<file path="src/verilog/cgcr_defs.svh">
// Register offsets, field masks, reset values and timing counts of the clock generator control bank
`ifndef CGCR_DEFS_SVH
`define CGCR_DEFS_SVH

`define CGCR_OFF_MODE       8'h00
`define CGCR_OFF_INDEX      8'h01
`define CGCR_OFF_ASSOC      8'h02
`define CGCR_OFF_OUT_HOLD   8'h03
`define CGCR_OFF_PLL_HOLD   8'h04

`define CGCR_RST_MODE       8'h00
`define CGCR_RST_INDEX      8'h00
`define CGCR_RST_ASSOC      8'h02
`define CGCR_RST_OUT_HOLD   8'h02
`define CGCR_RST_PLL_HOLD   8'h0F

`define CGCR_MASK_MODE      8'h01
`define CGCR_MASK_INDEX     8'h07
`define CGCR_MASK_ASSOC     8'hFF
`define CGCR_MASK_OUT_HOLD  8'h7F
`define CGCR_MASK_PLL_HOLD  8'h8F

`define CGCR_POS_SRC        0
`define CGCR_POS_SHUT_CFG   7

// Arbitrary serial address, not tied to any real part
`define CGCR_DEV_ADDR       7'h6A

`define CGCR_CLK_KHZ        40000
`define CGCR_PWRUP_LOCK_MS  20
`define CGCR_RESUME_LOCK_MS 2
`define CGCR_PWRUP_LOCK_CYC (`CGCR_PWRUP_LOCK_MS * `CGCR_CLK_KHZ)
`define CGCR_RESUME_LOCK_CYC (`CGCR_RESUME_LOCK_MS * `CGCR_CLK_KHZ)
`define CGCR_LOCK_CW        20

`define CGCR_RATE_00        12'hDAC
`define CGCR_RATE_01        12'hABE
`define CGCR_RATE_10        12'h7D0
`define CGCR_RATE_11        12'h4E2

`endif

</file>
<file path="src/verilog/cgcr_pkg.sv">
// Types shared by the clock generator control bank
package cgcr_pkg;

  typedef enum logic [2:0] {
    CGCR_IDLE     = 3'h0,
    CGCR_ADDR     = 3'h1,
    CGCR_ACK_ADDR = 3'h3,
    CGCR_WR       = 3'h2,
    CGCR_ACK_WR   = 3'h6,
    CGCR_RD       = 3'h7,
    CGCR_ACK_RD   = 3'h5
  } cgcr_link_e;

  typedef enum logic [1:0] {
    CGCR_EDGE_FASTEST = 2'h0,
    CGCR_EDGE_FAST    = 2'h1,
    CGCR_EDGE_SLOW    = 2'h2,
    CGCR_EDGE_SLOWEST = 2'h3
  } cgcr_edge_e;

  typedef struct packed {
    logic [19:0] cnt;
    logic        locked;
  } cgcr_timer_s;

  typedef struct packed {
    logic       scl_m;
    logic       scl_s;
    logic       scl_p;
    logic       sda_m;
    logic       sda_s;
    logic       sda_p;
    logic [2:0] sel_m;
    logic [2:0] sel_s;
    logic       sd_m;
    logic       sd_s;
    cgcr_link_e st;
    logic [3:0] cnt;
    logic [7:0] shreg;
    logic       rw;
    logic       first;
    logic       acked;
    logic [7:0] ptr;
    logic       sda_oe_n;
    logic       mode;
    logic [2:0] idx;
    logic [7:0] assoc;
    logic [6:0] hold_n;
    logic       shut_cfg;
    logic [3:0] pll_hold_n;
    logic [6:0] out_en;
    logic [6:0] out_hiz;
    logic [3:0] pll_run;
    logic       shut;
    logic [2:0] cfg_idx;
    logic [11:0] rate;
    logic       rate_ok;
  } cgcr_state_s;

endpackage

</file>
<file path="src/verilog/cgcr_lock_timer.sv">
// PLL lock timer: power-up lock and lock after leaving shutdown
`timescale 1ns/100ps
`include "cgcr_defs.svh"
module cgcr_lock_timer #(
  parameter int PWRUP_CYC  = `CGCR_PWRUP_LOCK_CYC,
  parameter int RESUME_CYC = `CGCR_RESUME_LOCK_CYC
) (
  input  wire logic clk,
  input  wire logic rst,
  input  wire logic pll_down,
  output logic      pll_locked
);
  import cgcr_pkg::*;

  cgcr_timer_s q;
  cgcr_timer_s d;

  always_comb begin
    d = q;
    // resume lock count
    if (pll_down) begin
      d.cnt    = `CGCR_LOCK_CW'(RESUME_CYC - 1);
      d.locked = 1'b0;
    end else if (q.cnt != '0) begin
      d.cnt    = q.cnt - 20'h00001;
      d.locked = 1'b0;
    end else begin
      d.locked = 1'b1;
    end
  end

  // power-up lock count
  always_ff @(posedge clk or posedge rst) begin
    if (rst) begin
      q.cnt    <= `CGCR_LOCK_CW'(PWRUP_CYC - 1);
      q.locked <= 1'b0;
    end else begin
      q <= d;
    end
  end

  assign pll_locked = q.locked;
endmodule

</file>
<file path="src/verilog/cgcr_top.sv">
// Control register bank of a multi-PLL clock generator, reached over a two-wire serial bus
//
// Overview of operation
// Mode bit 0 picks configuration source: 0 pins, 1 software.
// In software mode the three-bit index selects the active configuration.
// Associated output suspends while shutdown_enable_pin is high, using its disable style.
// Unassociated output stays enabled and ignores shutdown_enable_pin; this is the default. Reset value 8'h02 leaves output 1 associated.
// The code still suspends unassociated outputs while the pin is high and the shutdown config bit is set.
// An output whose output_hold_n bit is 0 is suspended, overriding association.
// A PLL whose pll_hold_n bit is 0 is suspended; all four run after reset.
// After power-up, configuration load and PLL lock finish within 20 ms.
// After leaving shutdown, PLL lock is reached within 2 ms.
// Two-bit edge_rate_sel decodes to 3.5, 2.75, 2 or 1.25 V/ns.
// Host should pick 2.75 V/ns or faster for outputs at 100 MHz or more.
// Reserved bits read as zero and ignore writes.
`timescale 1ns/100ps
`include "cgcr_defs.svh"
module cgcr_top #(
  parameter logic [6:0] DEV_ADDR   = `CGCR_DEV_ADDR,
  parameter int         PWRUP_CYC  = `CGCR_PWRUP_LOCK_CYC,
  parameter int         RESUME_CYC = `CGCR_RESUME_LOCK_CYC
) (
  input  wire logic                clk,
  input  wire logic                rst,
  input  wire logic                scl_i,
  input  wire logic                sda_i,
  output logic                     sda_o,
  output logic                     sda_oe_n,
  input  wire logic [2:0]          sel_pin,
  input  wire logic                shutdown_enable_pin,
  input  wire logic [6:0]          output_disable_style,
  input  wire cgcr_pkg::cgcr_edge_e edge_rate_sel,
  output logic [6:0]               clock_output_en,
  output logic [6:0]               clock_output_hiz,
  output logic [3:0]               pll_run,
  output logic                     pll_shutdown,
  output logic                     pll_locked,
  output logic [2:0]               config_index,
  output logic [11:0]              edge_rate_mv_ns,
  output logic                     edge_rate_fast_ok
);
  import cgcr_pkg::*;

  cgcr_state_s q;
  cgcr_state_s d;

  logic start_c;
  logic stop_c;
  logic rise_c;
  logic fall_c;
  logic [7:0] rd_data;

  // reserved bits read zero
  function automatic logic [7:0] read_reg(input logic [7:0] adr, input cgcr_state_s s);
    logic [7:0] v;
    v = 8'h00;
    case (adr)
      `CGCR_OFF_MODE:     v = {7'h00, s.mode};
      `CGCR_OFF_INDEX:    v = {5'h00, s.idx};
      `CGCR_OFF_ASSOC:    v = s.assoc;
      `CGCR_OFF_OUT_HOLD: v = {1'b0, s.hold_n};
      `CGCR_OFF_PLL_HOLD: v = {s.shut_cfg, 3'h0, s.pll_hold_n};
      default:            v = 8'h00;
    endcase
    return v;
  endfunction

  // edge rate decode in mV/ns
  function automatic logic [11:0] edge_rate(input cgcr_edge_e e);
    logic [11:0] r;
    r = `CGCR_RATE_00;
    unique case (e)
      CGCR_EDGE_FASTEST: r = `CGCR_RATE_00;
      CGCR_EDGE_FAST:    r = `CGCR_RATE_01;
      CGCR_EDGE_SLOW:    r = `CGCR_RATE_10;
      CGCR_EDGE_SLOWEST: r = `CGCR_RATE_11;
    endcase
    return r;
  endfunction

  assign start_c = q.scl_s & q.scl_p & q.sda_p & ~q.sda_s;
  assign stop_c  = q.scl_s & q.scl_p & ~q.sda_p & q.sda_s;
  assign rise_c  = q.scl_s & ~q.scl_p;
  assign fall_c  = ~q.scl_s & q.scl_p;
  assign rd_data = read_reg(q.ptr, q);

  always_comb begin
    logic       pin_oe;
    logic [7:0] wv;
    pin_oe = 1'b0;
    wv     = 8'h00;
    d = q;
    d.scl_m = scl_i;
    d.scl_s = q.scl_m;
    d.scl_p = q.scl_s;
    d.sda_m = sda_i;
    d.sda_s = q.sda_m;
    d.sda_p = q.sda_s;
    d.sel_m = sel_pin;
    d.sel_s = q.sel_m;
    d.sd_m  = shutdown_enable_pin;
    d.sd_s  = q.sd_m;

    if (start_c) begin
      d.st       = CGCR_ADDR;
      d.cnt      = 4'h0;
      d.sda_oe_n = 1'b1;
    end else if (stop_c) begin
      d.st       = CGCR_IDLE;
      d.sda_oe_n = 1'b1;
    end else if (rise_c) begin
      unique case (q.st)
        CGCR_ADDR, CGCR_WR: begin
          if (q.cnt != 4'h8) begin
            d.shreg = {q.shreg[6:0], q.sda_s};
            d.cnt = q.cnt + 4'h1;
          end
        end
        CGCR_RD: begin
          if (q.cnt != 4'h8) begin
            d.shreg = {q.shreg[6:0], 1'b0};
            d.cnt = q.cnt + 4'h1;
          end
        end
        CGCR_ACK_RD: d.acked = ~q.sda_s;
        default: ;
      endcase
    end else if (fall_c) begin
      unique case (q.st)
        CGCR_ADDR: begin
          if (q.cnt == 4'h8) begin
            if (q.shreg[7:1] == DEV_ADDR) begin
              d.st       = CGCR_ACK_ADDR;
              d.rw       = q.shreg[0];
              d.sda_oe_n = 1'b0;
            end else begin
              d.st = CGCR_IDLE;
            end
          end
        end
        CGCR_ACK_ADDR: begin
          d.cnt = 4'h0;
          if (q.rw) begin
            d.st       = CGCR_RD;
            d.shreg    = rd_data;
            d.sda_oe_n = rd_data[7];
            d.ptr      = q.ptr + 8'h01;
          end else begin
            d.st       = CGCR_WR;
            d.first    = 1'b1;
            d.sda_oe_n = 1'b1;
          end
        end
        CGCR_WR: begin
          if (q.cnt == 4'h8) begin
            d.st       = CGCR_ACK_WR;
            d.sda_oe_n = 1'b0;
            if (q.first) begin
              d.ptr   = q.shreg;
              d.first = 1'b0;
            end else begin
              d.ptr = q.ptr + 8'h01;
              // reserved bits ignore writes
              case (q.ptr)
                `CGCR_OFF_MODE: begin
                  wv     = q.shreg & `CGCR_MASK_MODE;
                  d.mode = wv[`CGCR_POS_SRC];
                end
                `CGCR_OFF_INDEX: begin
                  wv    = q.shreg & `CGCR_MASK_INDEX;
                  d.idx = wv[2:0];
                end
                `CGCR_OFF_ASSOC: d.assoc = q.shreg & `CGCR_MASK_ASSOC;
                `CGCR_OFF_OUT_HOLD: begin
                  wv       = q.shreg & `CGCR_MASK_OUT_HOLD;
                  d.hold_n = wv[6:0];
                end
                `CGCR_OFF_PLL_HOLD: begin
                  wv           = q.shreg & `CGCR_MASK_PLL_HOLD;
                  d.shut_cfg   = wv[`CGCR_POS_SHUT_CFG];
                  d.pll_hold_n = wv[3:0];
                end
                default: ;
              endcase
            end
          end
        end
        CGCR_ACK_WR: begin
          d.st       = CGCR_WR;
          d.cnt      = 4'h0;
          d.sda_oe_n = 1'b1;
        end
        CGCR_RD: begin
          d.sda_oe_n = (q.cnt == 4'h8) ? 1'b1 : q.shreg[7];
          if (q.cnt == 4'h8) begin
            d.st = CGCR_ACK_RD;
          end
        end
        CGCR_ACK_RD: begin
          if (q.acked) begin
            d.st       = CGCR_RD;
            d.cnt      = 4'h0;
            d.shreg    = rd_data;
            d.sda_oe_n = rd_data[7];
            d.ptr      = q.ptr + 8'h01;
          end else begin
            d.st       = CGCR_IDLE;
            d.sda_oe_n = 1'b1;
          end
        end
        default: ;
      endcase
    end

    // Pin acts as shutdown when the shutdown config bit is set, else as output enable
    d.shut = q.sd_s & q.shut_cfg;
    pin_oe = q.sd_s & ~q.shut_cfg;
    for (int i = 0; i < 7; i++) begin
      // hold overrides association
      if (!q.hold_n[i] || q.shut) begin
        d.out_en[i]  = 1'b0;
        d.out_hiz[i] = output_disable_style[i];
      // pin suspends associated output
      end else if (q.assoc[i] && pin_oe) begin
        d.out_en[i]  = 1'b0;
        d.out_hiz[i] = output_disable_style[i];
      // unassociated output stays on
      end else begin
        d.out_en[i]  = 1'b1;
        d.out_hiz[i] = 1'b0;
      end
    end
    // PLL suspend, active low
    d.pll_run = q.pll_hold_n & {4{~q.shut}};
    // configuration source select
    // software index replaces select pins
    d.cfg_idx = q.mode ? q.idx : q.sel_s;
    // edge rate output
    d.rate    = edge_rate(edge_rate_sel);
    d.rate_ok = (edge_rate_sel == CGCR_EDGE_FASTEST) || (edge_rate_sel == CGCR_EDGE_FAST);
  end

  always_ff @(posedge clk or posedge rst) begin
    if (rst) begin
      q            <= '0;
      q.scl_m      <= 1'b1;
      q.scl_s      <= 1'b1;
      q.scl_p      <= 1'b1;
      q.sda_m      <= 1'b1;
      q.sda_s      <= 1'b1;
      q.sda_p      <= 1'b1;
      q.st         <= CGCR_IDLE;
      q.sda_oe_n   <= 1'b1;
      q.mode       <= 1'(`CGCR_RST_MODE & `CGCR_MASK_MODE);
      q.idx        <= 3'(`CGCR_RST_INDEX);
      q.assoc      <= `CGCR_RST_ASSOC;
      q.hold_n     <= 7'(`CGCR_RST_OUT_HOLD);
      q.shut_cfg   <= 1'((`CGCR_RST_PLL_HOLD) >> `CGCR_POS_SHUT_CFG);
      q.pll_hold_n <= 4'(`CGCR_RST_PLL_HOLD);
      q.rate       <= `CGCR_RATE_00;
    end else begin
      q <= d;
    end
  end

  // lock after power-up
  // lock after shutdown
  cgcr_lock_timer #(
    .PWRUP_CYC  (PWRUP_CYC),
    .RESUME_CYC (RESUME_CYC)
  ) u_lock (
    .clk        (clk),
    .rst        (rst),
    .pll_down   (q.shut),
    .pll_locked (pll_locked)
  );

  assign sda_o             = 1'b0;
  assign sda_oe_n          = q.sda_oe_n;
  assign clock_output_en   = q.out_en;
  assign clock_output_hiz  = q.out_hiz;
  assign pll_run           = q.pll_run;
  assign pll_shutdown      = q.shut;
  assign config_index      = q.cfg_idx;
  assign edge_rate_mv_ns   = q.rate;
  assign edge_rate_fast_ok = q.rate_ok;
endmodule

</file>
<file path="config.mk">
export PLATFORM = sky130hd
export DESIGN_NAME = cgcr_top
export DESIGN_NICKNAME = d
export VERILOG_FILES = /design/src/verilog/cgcr_pkg.sv /design/src/verilog/cgcr_lock_timer.sv /design/src/verilog/cgcr_top.sv
export VERILOG_INCLUDE_DIRS = /design/src /design/src/verilog
export SDC_FILE = /design/constraint.sdc
export NUM_CORES = 1
export LEC_CHECK = 0
export BUFFER_PORTS_ARGS = -buffer_cell sky130_fd_sc_hd__buf_2
export CORE_MARGIN = 8
export CORE_UTILIZATION = 40
export CTS_BUF_LIST = sky130_fd_sc_hd__clkbuf_2
export CTS_CLUSTER_SIZE = 24
export DETAILED_ROUTE_END_ITERATION = 12
export MAX_ROUTING_LAYER = met4
export SLEW_MARGIN = 20
export SYNTH_ARGS = -nofsm -noshare
export SYNTH_HDL_FRONTEND = slang
export SYNTH_HIERARCHICAL = 1
export SYNTH_SLANG_ARGS = --single-unit
</file>
<file path="constraint.sdc">
create_clock -name clk -period 4.3 [get_ports clk]
set_input_delay 1.075 -clock clk [delete_from_list [all_inputs] [get_ports clk]]
set_output_delay 1.075 -clock clk [all_outputs]
set_load 0.005 [all_outputs]
</file>
; ---- Word level (Yosys, flattened, before mapping)
; Cells that the tools add are included.
[totals]
ff_bits = 121
in_bits = 17
output_inout_bits = 38
[classes]
add_sub_neg = 3
eq_ne = 35
mux = 85
bitwise_logic = 20
reduce_logical = 49
[op_table]
columns = cell, count
row1 = $mux W33, 3
row2 = $mux W12, 4
row3 = $mux W24, 2
row4 = $pmux W12 S4, 1
row5 = $reduce_and A8 Y1, 6
row6 = $mux W1, 44
row7 = $mux W8, 5
row8 = $pmux W8 S5, 1
row9 = $ne A4 B4 Y1 const B, 8
row10 = $mux W3, 9
row11 = $pmux W12 S2, 1
row12 = $pmux W8 S3, 1
row13 = $mux W23, 1
row14 = $mux W21, 1
row15 = $reduce_and A7 Y1, 3
row16 = $mux W20, 1
row17 = $reduce_bool A20 Y1, 1
row18 = $sub A20 B1 Y20 const B, 1
row19 = $pmux W3 S6, 1
row20 = $mux W17, 1
row21 = $eq A8 B2 Y1 const B, 2
row22 = $pmux W8 S2, 1
row23 = $ne A3 B3 Y1 const B, 5
row24 = $mux W7, 2
row25 = 35 further kinds, 87

; ---- Depth between registers and ports, before layout
[logic_depth]
ltp_word = 9
depth_mapped = 9
ltp_nobuf = 7

; ---- Cells and area by module
; The synthesis kept the hierarchy.
[by_module_without_submodules]
columns = module, instances, cells_per_inst, area_each_um2, seq_area_each_um2
row1 = cgcr_top, 1, 428, 4862.2, 2398.6
row2 = cgcr_lock_timer, 1, 124, 1197.4, 541.8

; ---- Least setup slack after synthesis
; Ideal clock, no wire load.
[synth_path]
path_kind = flip-flop to flip-flop
start = reg u_lock/q[12] (netlist bit)
end = reg u_lock/q[2] (netlist bit)
arrival_time_ns = 2.024
slack_ns = 2.199
path_stages_with_launch = 5
period_less_slack_ns = 2.101
path_cell_list = dfrtp_1 > or4_1 > or4_4 > o311a_1 > a31oi_1
[synth_via]
elab_chain_cells = 2
[synth_rtl]
columns = element, line_no
row1 = from (decl), cgcr_lock_timer.sv:15  ; cgcr_timer_s q;
row2 = $reduce_bool A20 Y1, cgcr_lock_timer.sv:24  ; end else if (q.cnt != '0) begin
row3 = $reduce_bool A2 Y1 (no source line), --
; Every way passes these cells.
; A chain may end at the register's enable or synchronous reset.

; ---- Final worst setup path
[layout_path]
start = reg q[79] (netlist bit)
end = reg q[51] (netlist bit)
[layout_via]
elab_chain_cells = 2
[layout_rtl]
columns = element, line_no
row1 = from (decl), cgcr_top.sv:44  ; cgcr_state_s q;
row2 = $eq A4 B4 Y1, cgcr_top.sv:155  ; if (q.cnt == 4'h8) begin
row3 = $reduce_and A8 Y1 (no source line), --
; Every way passes these cells.

==> results.sh <==
export IMPL_synth_sequential_area_ratio_pct=48.5
export IMPL_synth_edff_count=0
export IMPL_routability_congestion=0.882
export IMPL_num_rows=45
export IMPL_max_freq_mhz=383
export IMPL_grt_use_total_pct=13.5
export IMPL_die_width_um=139
export IMPL_cp_data_arrival_time_ns=3.15
export IMPL_portBuffers=51
export IMPL_h_tree_depth=4
export IMPL_grt_start_max_net_pins=63
export IMPL_tritoncts_num_buffers=17
export IMPL_run_status="completed"
export IMPL_cts_root_buf="sky130_fd_sc_hd__clkbuf_2"
export IMPL_syn2layout_area_growth_pct=6.09
export IMPL_met3_length_um=621
export IMPL_clock_skew_final_ns=0.0296
export IMPL_mostFrequentLayoutCell="sky130_fd_sc_hd__dfrtp_1"
export IMPL_cts_repair_resized=0
export IMPL_synthesis_instances=552
export IMPL_rsz0062_at_grt="false"
export IMPL_main_combinational_cell_family_by_area_after_synthesis="simple AND/OR/NAND/NOR gates"
export IMPL_cts_post_setup_buffers_inserted=0
export IMPL_capturing_element_type_of_the_critical_path="register"
export IMPL_post_synth_xor_area_fraction_pct=0.289
export IMPL_cts_path_max_buffers=2
export IMPL_synth_yosys_warnings=6
export IMPL_final_max_slew_violation_count=0
export IMPL_start_util_pct=40.5
export IMPL_hold_class="register to register"
export IMPL_fin_setup_tns_ns=0
export IMPL_clock_insertion_delay_worst_skew_ns=0.66
export IMPL_antenna_cells=0
export IMPL_synth_fa_ha_area_share_pct=3.72
export IMPL_route_detailed_drc=0
export IMPL_wire_length_on_met2_um=5880
export IMPL_drtAntennaViolNets=0
export IMPL_via_count_of_the_first_global_routing_pass=4164
export IMPL_via_count=4206
export IMPL_synth_mux_area_fraction_pct=9.27
export IMPL_antenna_found_initial=0
export IMPL_route_final_wire_length_um=12500
export IMPL_report_power_total_w=0.00202
export IMPL_final_nets=603
export IMPL_slew_headroom_pct=41.3
export IMPL_ys_seq_elements=116
export IMPL_clkSinkCount=116
export IMPL_wirelength_met1_um=5800
export IMPL_timing_final_crit_share_pct=60.8
export IMPL_ys_dominant_reg_cell="sky130_fd_sc_hd__dfrtp_1"
export IMPL_synthesized_area_fraction_occupied_by_ao_oa_aoi_and_oai_cells_pct=13.2
export IMPL_synth_simple_gate_area_share_pct=16.5
export IMPL_synth_async_reset_ratio_pct=100
export IMPL_min_period_ns=2.61
export IMPL_timing_worst_setup_path_type="register to register"
export IMPL_final_hold_violation_count=0
export IMPL_core_um2=15000
export IMPL_power_ir_vdd_worst_uv=180
export IMPL_cap_viol_max_count=0
export IMPL_io_pin_count=55
export IMPL_routed_top_layer="met4"
export IMPL_drive_above_1_share_pct=29.9
export IMPL_via_per_inst=5.47
export IMPL_fp_dieH_um=139
export IMPL_drt_first_iter_violations=386
export IMPL_first_pass_grt_wire_length_um=20500
export IMPL_layout_common_cells="sky130_fd_sc_hd__dfrtp_1, sky130_fd_sc_hd__buf_2, sky130_fd_sc_hd__o21ai_0, sky130_fd_sc_hd__dfstp_2, sky130_fd_sc_hd__nor2_1"
export IMPL_netlist_area_um2=6060
export IMPL_grt_overflow_total=0
export IMPL_post_dp_hpwl_um=8780
export IMPL_timing_worst_slew_pin_value_ns=0.874
export IMPL_cts_hold_buffers_added=0
export IMPL_post_drt_wl_per_cell_um=16.3
export IMPL_synth_largest_area_cell="sky130_fd_sc_hd__dfrtp_1"
export IMPL_yosys_cell_types_count=74
export IMPL_hold_slack_ns=0.367
export IMPL_worst_endpoint_required_ns=4.83
export IMPL_synth_avg_cell_area_um2=11.0
export IMPL_power_leakage_nw=2.99
export IMPL_setup_violations_final=0
export IMPL_cellPowerDensity_nw_per_um2=314
export IMPL_crit_path_max_fanout=11
export IMPL_drt_first_pass_iters=5
export IMPL_tritoncts_clock_tree="done"
export IMPL_critical_path_startpoint_type="register"
export IMPL_cts_clk_slew_worst_paths_ns=0.15
export IMPL_fp_dieArea_um2=19300
export IMPL_yosys_area_top_type_share_pct=35.5
export IMPL_synth_area_top_cells="sky130_fd_sc_hd__dfrtp_1, sky130_fd_sc_hd__dfstp_2, sky130_fd_sc_hd__mux2_4, sky130_fd_sc_hd__buf_4, sky130_fd_sc_hd__mux2_2"
synth_stat cells (all sizes together), types with 3 or more instances:
cell type  count
or2            4
or4           12
dfstp         30
o211ai         3
o21ai         32
nor2b         18
a211o          3
a22o           4
mux2i          4
a222oi         3
buf           42
a21oi         26
nor3          17
nand3         14
inv           23
nand4b         3
nor3b          4
and3           3
a221oi         4
clkbuf        16
dfrtp         86
nand2         27
nand2b        11
a22oi          5
ha            18
and2           4
mux2          40
nor4          11
o22ai          3
o31ai          8
nor2          28
or3            5
a211oi         3
power breakdown:
group / leakage, nW / switching, W / internal (W)
combinational: 1.37 / 0.0000603 / 0.0000383
sequential: 1.46 / 0.0000196 / 0.00112
clock: 0.164 / 0.000399 / 0.000382
metal layers:
metal / GRT usage, % / vias to the layer above
li1: - / 1987
met1: 16.6 / 2080
met2: 20.6 / 115
met3: 3.75 / 24
met4: 5.55 / 0
met5: - / -
kinds of logic after synthesis:
logic type,Yosys count
muxes,44
other,2
and+or+nand+nor,170
buffers and inverters,83
AOI/OAI and AO/OA,117
DFF,116
adders and majority gates,18
xor gates and xnor gates,2
per-stage QoR:
| stage | instances | setup WS (ns) | instance area (µm²) | util, % |
|---|---|---|---|---|
| detailed placement | 737 | 1.74 | 6170 | 41.2 |
| global placement | 737 | 1.81 | 6170 | 41.2 |
| CTS | 769 | 1.71 | 6430 | 42.9 |
| global route | 769 | 1.47 | 6430 | 42.9 |
| finish | 769 | 1.69 | 6430 | 42.9 |
| floorplan | 553 | 0.776 | 6060 | - |
sequential cells by signal, indices dropped and copies added (netlist names):
name	cells
q	56
u_lock/q	20
d	8
clock_output_en	7
clock_output_hiz	7
edge_rate_mv_ns	7
pll_run	4
config_index	3
edge_rate_fast_ok	1
pll_shutdown	1
sda_oe_n	1
u_lock/pll_locked	1
final cells by class:
| class | count | area (µm²) |
|---|---|---|
| clock inverter | 12 | 160 |
| clock buffer | 20 | 100 |
| inverter | 24 | 92.6 |
| sequential | 116 | 2940 |
| multi-input combinational | 354 | 2620 |
| timing repair buffer | 55 | 285 |
| fill | 1450 | 8550 |
| tap | 188 | 235 |
critical path, cell delays in order (launching register included):
cell                       delay [ns]
sky130_fd_sc_hd__dfrtp_1         0.45
sky130_fd_sc_hd__inv_1           0.08
sky130_fd_sc_hd__ha_1            0.13
sky130_fd_sc_hd__nand3b_1        0.32
sky130_fd_sc_hd__nor3_1          0.46
sky130_fd_sc_hd__and4_1          0.58
sky130_fd_sc_hd__nand2_8         0.15
sky130_fd_sc_hd__mux2_4          0.33
final timing paths:
check	startpoint	to	slack (ns)	cells after the start
max	q[79]$_DFFE_PP0P_	q[51]$_DFFE_PP0P_	1.69	7
min	d[95]$_DFF_PP1_	d[94]$_DFF_PP1_	0.37	0
max reg2reg	q[79]$_DFFE_PP0P_	q[51]$_DFFE_PP0P_	1.69	7
min reg2reg	d[95]$_DFF_PP1_	d[94]$_DFF_PP1_	0.37	0
max in group asynchronous	rst	d[95]$_DFF_PP1_	2.92	3
min in group asynchronous	rst	q[39]$_DFFE_PP0P_	0.55	2
Note: power is estimated with default switching activity, not from simulation.
